--- config.mk ---
export PLATFORM = sky130hd
export DESIGN_NAME = phy_test_and_link_drop_cfg
export DESIGN_NICKNAME = d
export VERILOG_FILES = /design/src/phy_test_cfg_pkg.sv /design/src/phy_test_and_link_drop_cfg.sv
export VERILOG_INCLUDE_DIRS = /design/src
export SDC_FILE = /design/constraint.sdc
export NUM_CORES = 1
export LEC_CHECK = 0
export BUFFER_PORTS_ARGS = -buffer_cell sky130_fd_sc_hd__buf_2
export CORE_AREA = 4 4 119 121
export CTS_BUF_LIST = sky130_fd_sc_hd__clkbuf_8
export DETAILED_ROUTE_END_ITERATION = 6
export DIE_AREA = 0 0 123 125
export PLACE_DENSITY = 0.6
export SLEW_MARGIN = 30
export SYNTH_ARGS = -nofsm -noshare
export SYNTH_HDL_FRONTEND = slang
export SYNTH_SLANG_ARGS = --single-unit
export TNS_END_PERCENT = 100
--- constraint.sdc ---
create_clock -name SYS_CLK -period 2.7 [get_ports SYS_CLK]
set_input_delay 0 -clock SYS_CLK [delete_from_list [all_inputs] [get_ports SYS_CLK]]
set_output_delay 0 -clock SYS_CLK [all_outputs]
set_load 0.1 [all_outputs]
--- src/phy_test_cfg_map.svh ---
// Register offsets, field positions, reset values and timing counts
`ifndef PHY_TEST_CFG_MAP_SVH
`define PHY_TEST_CFG_MAP_SVH

// ************************************************************
// Register offsets (management register index)
// ************************************************************
`define OFS_TEST_PATTERN_CONTROL      6'h25
`define OFS_CROSSOVER_AND_DROP_TIMERS 6'h2C
`define OFS_LINK_DROP_CONFIG          6'h2D
`define OFS_IRQ_STATUS                6'h3C
`define OFS_IRQ_ENABLE                6'h3D
`define OFS_IRQ_CLEAR                 6'h3E

// ************************************************************
// Reset values
// ************************************************************
`define RST_TEST_PATTERN_CONTROL      16'h0480
`define RST_CROSSOVER_AND_DROP_TIMERS 16'h141F
`define RST_LINK_DROP_CONFIG          16'h0000

// ************************************************************
// Field positions
// ************************************************************
`define TPC_PULSE_HI    11
`define TPC_PULSE_LO    10
`define TPC_LEN_MSB     9
`define TPC_EXT_EN      8
`define TPC_CH_ALL      7
`define TPC_CH_HI       6
`define TPC_CH_LO       5
`define TPC_TEN_EN      4
`define TPC_RW_MASK     16'h0FFF
`define TMR_WIN_HI      13
`define TMR_WIN_LO      9
`define TMR_FAST_HI     8
`define TMR_FAST_LO     4
`define TMR_SLOW_HI     3
`define TMR_SLOW_LO     0
`define TMR_RW_MASK     16'h3FFF
`define LDC_DROP_EN     15
`define LDC_SKIP_WAIT   14
`define LDC_STUCK       13
`define LDC_STAT_HI     12
`define LDC_STAT_LO     8
`define LDC_MODES_HI    4
`define LDC_MODES_LO    0
`define LDC_RW_MASK     16'hC01F

// ************************************************************
// Timing: one window unit is 1 us; counts at 40 MHz
// ************************************************************
`define CLK_PERIOD_PS   25000
`define WIN_UNIT_NS     1000
`define WIN_UNIT_CYC    ((`WIN_UNIT_NS * 1000) / `CLK_PERIOD_PS)

`endif

--- src/phy_test_cfg_pkg.sv ---
// Types shared by the test and link-drop configuration block
package phy_test_cfg_pkg;
  typedef enum logic [1:0] {
    PULSE_POS2,
    PULSE_NEG2,
    PULSE_POS1,
    PULSE_NEG1
  } pulse_shape_t;

  typedef enum logic [3:0] {
    PAT_LINK_PULSE, PAT_ONE_SINGLE, PAT_ZERO_SINGLE, PAT_ONE_REPEAT,
    PAT_ZERO_REPEAT, PAT_PREAMBLE, PAT_ONE_IDLE, PAT_ZERO_IDLE,
    PAT_1001_REPEAT, PAT_RANDOM, PAT_IDLE_00, PAT_IDLE_01,
    PAT_IDLE_10, PAT_IDLE_11, PAT_RSVD_E, PAT_RSVD_F
  } ten_pattern_t;

  typedef enum logic [1:0] {
    TEST_OFF,
    TEST_TEN,
    TEST_FAST
  } test_mode_t;
endpackage

--- src/phy_test_and_link_drop_cfg.sv ---
// Test pattern, crossover timer and quick link-drop register bank
//
// Chosen here: the address-and-strobe port.
`timescale 1ns/1ps
`include "phy_test_cfg_map.svh"

// Functional notes
// Pulse select sets amplitude/polarity, reset 01
// Fast pattern: one, then 1..31 zeros
// Bit 8 enables fast pattern if bit4 low
// Software clears test mode before rewriting
// Software forces 100 Mbps for fast pattern
// Channel select: bit7 all, else one
// Bit 4 enables 10 Mbps test modes
// Four-bit code picks 10 Mbps pattern
// Window count bits 13:9, reset 10 us
// Quick crossover timer bits 8:4, reset 1
// Slow crossover timer bits 3:0, reset F
// Bit 15 drops link without receive signal
// Bit 14 skips maximum wait period
// Status bits 12:8 latch, clear on read
// Bits 4:0 enable combinable drop criteria
// Bit 13 read-only slicer stuck status
module phy_test_and_link_drop_cfg
  import phy_test_cfg_pkg::*;
#(
  parameter int WIN_UNIT_CYCLES = `WIN_UNIT_CYC
) (
  // Clock and reset
  input  wire logic        SYS_CLK,
  input  wire logic        RESET,
  // Register port
  input  wire logic [5:0]  REG_ADDR,
  input  wire logic [15:0] REG_WDATA,
  input  wire logic        REG_WR,
  input  wire logic        REG_RD,
  output logic      [15:0] REG_RDATA,
  // Line status pins
  input  wire logic        RX_SIGNAL,
  input  wire logic [4:0]  DROP_EVENTS,
  input  wire logic        SLICER_STUCK,
  // Test stimulus
  output logic             TEST_ACTIVE_TEN,
  output logic             TEST_ACTIVE_FAST,
  output logic      [3:0]  TEN_PATTERN,
  output logic      [1:0]  PULSE_SHAPE,
  output logic      [3:0]  CHANNEL_ENABLE,
  output logic             FAST_PATTERN_BIT,
  // Crossover timers
  output logic      [4:0]  QUICK_CROSSOVER_TIMER,
  output logic      [3:0]  SLOW_CROSSOVER_TIMER,
  // Link drop
  output logic             LINK_DROP,
  output logic             TX_DISABLE,
  // Interrupt
  output logic             IRQ
);

  // ************************************************************
  // Pin synchronisers: three stages, second and third must agree
  // ************************************************************
  logic [6:0] sync1_q, sync2_q, sync3_q, pin_q;
  wire  [6:0] pin_raw = {SLICER_STUCK, RX_SIGNAL, DROP_EVENTS};
  wire  [6:0] pin_agree = ~(sync2_q ^ sync3_q);

  always_ff @(posedge SYS_CLK) begin
    if (RESET) begin
      sync1_q <= 7'h00;
      sync2_q <= 7'h00;
      sync3_q <= 7'h00;
      pin_q   <= 7'h00;
    end else begin
      sync1_q <= pin_raw;
      sync2_q <= sync1_q;
      sync3_q <= sync2_q;
      pin_q   <= (pin_agree & sync3_q) | (~pin_agree & pin_q);
    end
  end

  wire [4:0] drop_ev   = pin_q[4:0];
  wire       rx_signal = pin_q[5];
  wire       stuck     = pin_q[6];

  // ************************************************************
  // Register file
  // ************************************************************
  logic [15:0] tpc_q, tmr_q, ldc_q;
  logic [4:0]  drop_stat_q;
  logic [2:0]  irq_stat_q, irq_en_q;

  function automatic logic sel(input logic [5:0] a, input logic [5:0] o);
    return a == o;
  endfunction

  wire wr_tpc = REG_WR && sel(REG_ADDR, `OFS_TEST_PATTERN_CONTROL);
  wire wr_tmr = REG_WR && sel(REG_ADDR, `OFS_CROSSOVER_AND_DROP_TIMERS);
  wire wr_ldc = REG_WR && sel(REG_ADDR, `OFS_LINK_DROP_CONFIG);
  wire rd_ldc = REG_RD && sel(REG_ADDR, `OFS_LINK_DROP_CONFIG);
  wire rd_ist = REG_RD && sel(REG_ADDR, `OFS_IRQ_STATUS);
  wire wr_ien = REG_WR && sel(REG_ADDR, `OFS_IRQ_ENABLE);
  wire wr_icl = REG_WR && sel(REG_ADDR, `OFS_IRQ_CLEAR);

  always_ff @(posedge SYS_CLK) begin
    if (RESET) begin
      tpc_q <= `RST_TEST_PATTERN_CONTROL;
      tmr_q <= `RST_CROSSOVER_AND_DROP_TIMERS;
      ldc_q <= `RST_LINK_DROP_CONFIG;
    end else begin
      if (wr_tpc) tpc_q <= REG_WDATA & `TPC_RW_MASK;
      if (wr_tmr) tmr_q <= REG_WDATA & `TMR_RW_MASK;
      // Status and stuck bits are not writable
      if (wr_ldc) ldc_q <= REG_WDATA & `LDC_RW_MASK;
    end
  end

  // ************************************************************
  // Test mode decode
  // ************************************************************
  wire        ten_en   = tpc_q[`TPC_TEN_EN];
  wire        fast_en  = tpc_q[`TPC_EXT_EN] && !ten_en;
  wire [4:0]  run_len  = {tpc_q[`TPC_LEN_MSB], tpc_q[3:0]};

  assign TEST_ACTIVE_TEN  = ten_en;
  assign TEST_ACTIVE_FAST = fast_en;
  assign TEN_PATTERN      = ten_pattern_t'(tpc_q[3:0]);
  assign PULSE_SHAPE      = pulse_shape_t'(tpc_q[`TPC_PULSE_HI:`TPC_PULSE_LO]);
  // One-hot channel A..D, or all four
  assign CHANNEL_ENABLE = tpc_q[`TPC_CH_ALL] ? 4'hF :
                          4'(4'h1 << tpc_q[`TPC_CH_HI:`TPC_CH_LO]);

  // Shift register view: position 0 sends the one, then run_len zeros
  logic [4:0] pat_pos_q;
  always_ff @(posedge SYS_CLK) begin
    if (RESET || !fast_en || run_len == 5'h00) begin
      pat_pos_q <= 5'h00;
    end else if (pat_pos_q >= run_len) begin
      pat_pos_q <= 5'h00;
    end else begin
      pat_pos_q <= pat_pos_q + 5'h01;
    end
  end

  // Empty length clears the pattern, output stays zero
  always_ff @(posedge SYS_CLK) begin
    if (RESET) begin
      FAST_PATTERN_BIT <= 1'b0;
    end else begin
      FAST_PATTERN_BIT <= fast_en && run_len != 5'h00
                          && pat_pos_q == 5'h00;
    end
  end

  assign QUICK_CROSSOVER_TIMER = tmr_q[`TMR_FAST_HI:`TMR_FAST_LO];
  assign SLOW_CROSSOVER_TIMER  = tmr_q[`TMR_SLOW_HI:`TMR_SLOW_LO];

  // ************************************************************
  // Quick link-drop observation window
  // ************************************************************
  wire [4:0] win_units = tmr_q[`TMR_WIN_HI:`TMR_WIN_LO];
  wire [4:0] modes     = ldc_q[`LDC_MODES_HI:`LDC_MODES_LO];
  wire       skip_wait = ldc_q[`LDC_SKIP_WAIT];
  logic [15:0] unit_cnt_q;
  logic [4:0]  win_cnt_q;
  logic [4:0]  seen_q;
  logic        drop_q;
  wire         unit_tick = unit_cnt_q == 16'(WIN_UNIT_CYCLES - 1);
  wire         win_end   = unit_tick && win_cnt_q >= win_units;
  wire [4:0]   hit       = drop_ev & modes;
  // Skipping the wait drops on the first qualifying event
  // Criteria disabled mid-window must not drop at its end
  wire         drop_now  = skip_wait ? |hit
                                     : (win_end && |(seen_q & modes));

  always_ff @(posedge SYS_CLK) begin
    if (RESET) begin
      unit_cnt_q <= 16'h0000;
      win_cnt_q  <= 5'h00;
      seen_q     <= 5'h00;
    end else begin
      unit_cnt_q <= unit_tick ? 16'h0000 : unit_cnt_q + 16'h0001;
      if (win_end) begin
        win_cnt_q <= 5'h00;
        seen_q    <= 5'h00;
      end else begin
        if (unit_tick) win_cnt_q <= win_cnt_q + 5'h01;
        seen_q <= seen_q | hit;
      end
    end
  end

  // Link held down until the line returns with no enabled criterion hitting
  always_ff @(posedge SYS_CLK) begin
    if (RESET) begin
      drop_q <= 1'b0;
    end else if (drop_now) begin
      drop_q <= 1'b1;
    end else if (rx_signal && hit == 5'h00) begin
      drop_q <= 1'b0;
    end
  end

  wire force_drop = ldc_q[`LDC_DROP_EN] && !rx_signal;
  assign LINK_DROP  = drop_q || force_drop;
  assign TX_DISABLE = force_drop;

  // Latched status; a new hit wins over read clear
  always_ff @(posedge SYS_CLK) begin
    if (RESET) begin
      drop_stat_q <= 5'h00;
    end else begin
      drop_stat_q <= (rd_ldc ? 5'h00 : drop_stat_q) | hit;
    end
  end

  // ************************************************************
  // Interrupts: 0 drop status, 1 forced drop, 2 slicer stuck
  // ************************************************************
  logic       stuck_d1_q;
  logic       force_d1_q;
  wire  [2:0] irq_ev = {stuck && !stuck_d1_q, force_drop && !force_d1_q,
                        |hit};

  always_ff @(posedge SYS_CLK) begin
    if (RESET) begin
      irq_stat_q <= 3'h0;
      irq_en_q   <= 3'h0;
      stuck_d1_q <= 1'b0;
      force_d1_q <= 1'b0;
    end else begin
      stuck_d1_q <= stuck;
      force_d1_q <= force_drop;
      if (wr_ien) irq_en_q <= REG_WDATA[2:0];
      irq_stat_q <= (wr_icl ? irq_stat_q & ~REG_WDATA[2:0] : irq_stat_q)
                    | irq_ev;
    end
  end

  assign IRQ = |(irq_stat_q & irq_en_q);

  // ************************************************************
  // Read data, one cycle after the strobe
  // ************************************************************
  logic [15:0] rd_mux;
  always_comb begin
    rd_mux = 16'h0000;
    unique case (REG_ADDR)
      `OFS_TEST_PATTERN_CONTROL:      rd_mux = tpc_q;
      `OFS_CROSSOVER_AND_DROP_TIMERS: rd_mux = tmr_q;
      `OFS_LINK_DROP_CONFIG: begin
        rd_mux = ldc_q;
        rd_mux[`LDC_STUCK] = stuck;
        rd_mux[`LDC_STAT_HI:`LDC_STAT_LO] = drop_stat_q;
      end
      `OFS_IRQ_STATUS: rd_mux = {13'h0000, irq_stat_q};
      `OFS_IRQ_ENABLE: rd_mux = {13'h0000, irq_en_q};
      default:         rd_mux = 16'h0000;
    endcase
  end

  always_ff @(posedge SYS_CLK) begin
    if (RESET) begin
      REG_RDATA <= 16'h0000;
    end else begin
      REG_RDATA <= REG_RD ? rd_mux : 16'h0000;
    end
  end
endmodule // phy_test_and_link_drop_cfg

==> impl_metrics.tcl <==
set metrics [dict create \
    status "complete, no violations" \
    gp_congestion 0.808 \
    synth_compound_area_share_pct 15.3 \
    max_freq_mhz 506 \
    worstPathArrival_ps 2290 \
    slowest_delay_ps 400 \
    ant_nets 0 \
    tightestPinTransition_ps 713 \
    drc 0 \
    period_share_pct 73.3 \
    die_y_um 125 \
    vias 4199 \
    start_util_pct 39.1 \
    min_path_type "in -> reg" \
    power_density_nw_per_um2 577 \
    leakagePower_nw 2.33 \
    htreeDepth 4 \
    fin_setup_tns_ps 0 \
    first_iter_violations 319 \
    ir_drop_mv 0.268 \
    avgSynthCellArea_um2 9.23 \
    path_clk_slew_ps 80 \
    insertion_delay_ps 430 \
    synth_top_family_by_area "simple AND/OR/NAND/NOR gates" \
    cp_max_fo 8 \
    critPathKind "reg -> reg" \
    final-hold-violation-count 0 \
    avgViaCountPerCell 5.10 \
    ys.flop_type "dfxtp_1" \
    cts_tree "done" \
    syn_nets 602 \
    power.total_mw 3.54 \
    wl_per_cell_um 14.2 \
    period_needed_ps 1980 \
    synthXorXnorAreaFrac_pct 2.39 \
    ys_seq_elements 123 \
    fp.dieW_um 123 \
    diodes 0 \
    post_cts_buffers 0 \
    place.port_buffers 73 \
    area_delta_synth_final_pct 19.8 \
    gr-usage-all-layers_pct 16.2 \
    wirelength_um 11700 \
    synth_fa_ha_area_share_pct 3.42 \
    crit_path_end_kind "flip-flop" \
    maxCapViolations 0 \
    grt_pass1_wl_um 19900 \
    fin_nets 682 \
    crit_chain "inv_1 > ha_1 > a211o_1 > a31oi_1 > buf_4 > o21ai_1 > o311ai_0" \
    yosys.area_share.simple_pct 22.6 \
    fp-row-count 42 \
    report.final.slew_viol_count 0 \
    ctsHoldBuffers 23 \
    grt_max_degree 48 \
    max_slew_margin_pct 52.5 \
    grt-ovfl-total 0 \
    grt_pass1_vias 4097 \
    cts_root_buf "clkbuf_8" \
    netlist_area_um2 5120 \
    synth.distinct_cells 52 \
    setup_viol 0 \
    core_area_um2 13100 \
    fin_skew_ps 9.06 \
    cts.sinks 123 \
    rsz0062_at_grt "false" \
    syn_inst 555 \
    synth_mux_area_share_pct 1.91 \
    ios 74 \
    slowest_stage "o311ai_0" \
    antenna_found_initial 0 \
    drt_pass1_iterations 5 \
    drive_gt1_share_pct 20.8 \
    ctsLongestPathBuffers 2 \
    synthArstFlopShare_pct 0 \
    cp_data_required_time_ps 3020 \
    dpl.hpwl_um 8150 \
    die_area_um2 15400 \
    post_cts_resized 0 \
    start_kind "flip-flop" \
    numCtsBuffers 17 \
    yosysSeqAreaShare_pct 48.1 \
    synth_warnings 0 \
    synth_edf_count 0 \
]
cell families after synthesis:
group,after synthesis
flip-flops,123
AO/OA/AOI/OAI,122
multiplexers,6
adder cells (fa/ha/maj),14
AND/OR/NAND/NOR,212
XOR/XNOR,14
buffers and inverters,64
final cells by class:
type / count / area (um2)
tap: 176 / 220
timing repair buffer: 104 / 656
clock inverter: 14 / 125
inverter: 21 / 78.8
fill: 1265 / 6950
clock buffer: 18 / 248
sequential: 123 / 2460
multi-input combinational: 368 / 2350
power breakdown:
part	internal [mW]	total, mW	switching [mW]	leakage [nW]
Combinational	0.0813	0.194	0.113	1.17
Sequential	1.84	1.86	0.0170	0.996
Clock	0.746	1.49	0.747	0.161
Total	2.67	3.54	0.876	2.33
synth_stat cells (all sizes together), types with 2 or more instances:
library cell	count	area, um2
a211o	2	17.5
a211oi	6	45.0
a21o	3	22.5
a21oi	48	240
a222oi	9	90.1
a22oi	15	113
a31oi	4	25.0
and2	2	12.5
and3	7	43.8
and4	2	17.5
buf	25	174
clkbuf	18	67.6
dfxtp	123	2460
ha	14	175
inv	21	78.8
mux2i	3	30.0
mux4	3	67.6
nand2	43	161
nand2b	11	68.8
nand3	52	260
nand4	5	31.3
nand4b	2	17.5
nor2	38	168
nor2b	24	150
nor3b	3	22.5
nor4	4	55.1
o2111ai	5	43.8
o211ai	5	37.5
o21a	3	22.5
o21ai	17	85.1
o21bai	2	15.0
or3	7	43.8
or4	5	48.8
xnor2	5	43.8
xor2	9	78.8
final timing paths:
kind | startpoint | to | slack, ps | depth (start not counted)
max reg2reg | tmr_q[11] | win_cnt_q[2] | 720 | 7
min | REG_RD | drop_stat_q[0] | 70 | 4
max | tmr_q[11] | win_cnt_q[2] | 720 | 7
min reg2reg | sync1_q[1] | sync2_q[1] | 430 | 1
state kept, by name, summed over array words and instances, names as in the netlist, 3 cells and up, named ones only:
name         flops
sync1_q          7
irq_en_q         3
tpc_q           12
irq_stat_q       3
sync2_q          7
unit_cnt_q      16
REG_RDATA       16
sync3_q          7
win_cnt_q        5
drop_stat_q      5
ldc_q            7
pat_pos_q        5
seen_q           5
tmr_q           14
worst max-delay path, delay by kind of cell, from the launching register on:
family / cells / cell delay [ps]
AOI/OAI and AO/OA: 4 / 980
adders and majority gates: 1 / 300
buffers and inverters: 2 / 220
DFF: 1 / 360
metal layers:
metal	vias up	share of wire (%)	global-route usage, %	routed length, um
met4	0	1.2	5.67	142
met2	97	49	27.0	5700
li1	2130	-	-	-
met5	-	0	0	0
met3	11	5.5	4.70	648
met1	1961	44	19.8	5190
layout by cell type (no fill, tap or decap), types with 10 or more instances in the layout:
cell type | Yosys | final
a21oi_1 | 48 | 48
nor2_2 | 10 | 10
dfxtp_1 | 123 | 123
dlygate4sd3_1 | 0 | 23
o21ai_0 | 15 | 14
clkbuf_8 | 0 | 18
nor2b_1 | 24 | 23
buf_2 | 3 | 73
nand2b_1 | 11 | 11
nand2_1 | 43 | 43
ha_1 | 14 | 14
inv_1 | 21 | 21
nor2_1 | 28 | 28
nand3_1 | 52 | 52
a22oi_1 | 15 | 15
stage by stage:
step,hold slack [ps],utilization (%),cells,cell area [um2],setup slack (ps)
floorplan,128,-,555,5120,74.3
global placement,207,42.3,769,5530,802
detailed placement,215,42.3,769,5530,744
CTS,39.1,46.9,824,6140,724
global route,56.2,46.9,824,6140,564
finish,69.5,46.9,824,6140,722
No activity file was read; power rests on OpenSTA's default activity.
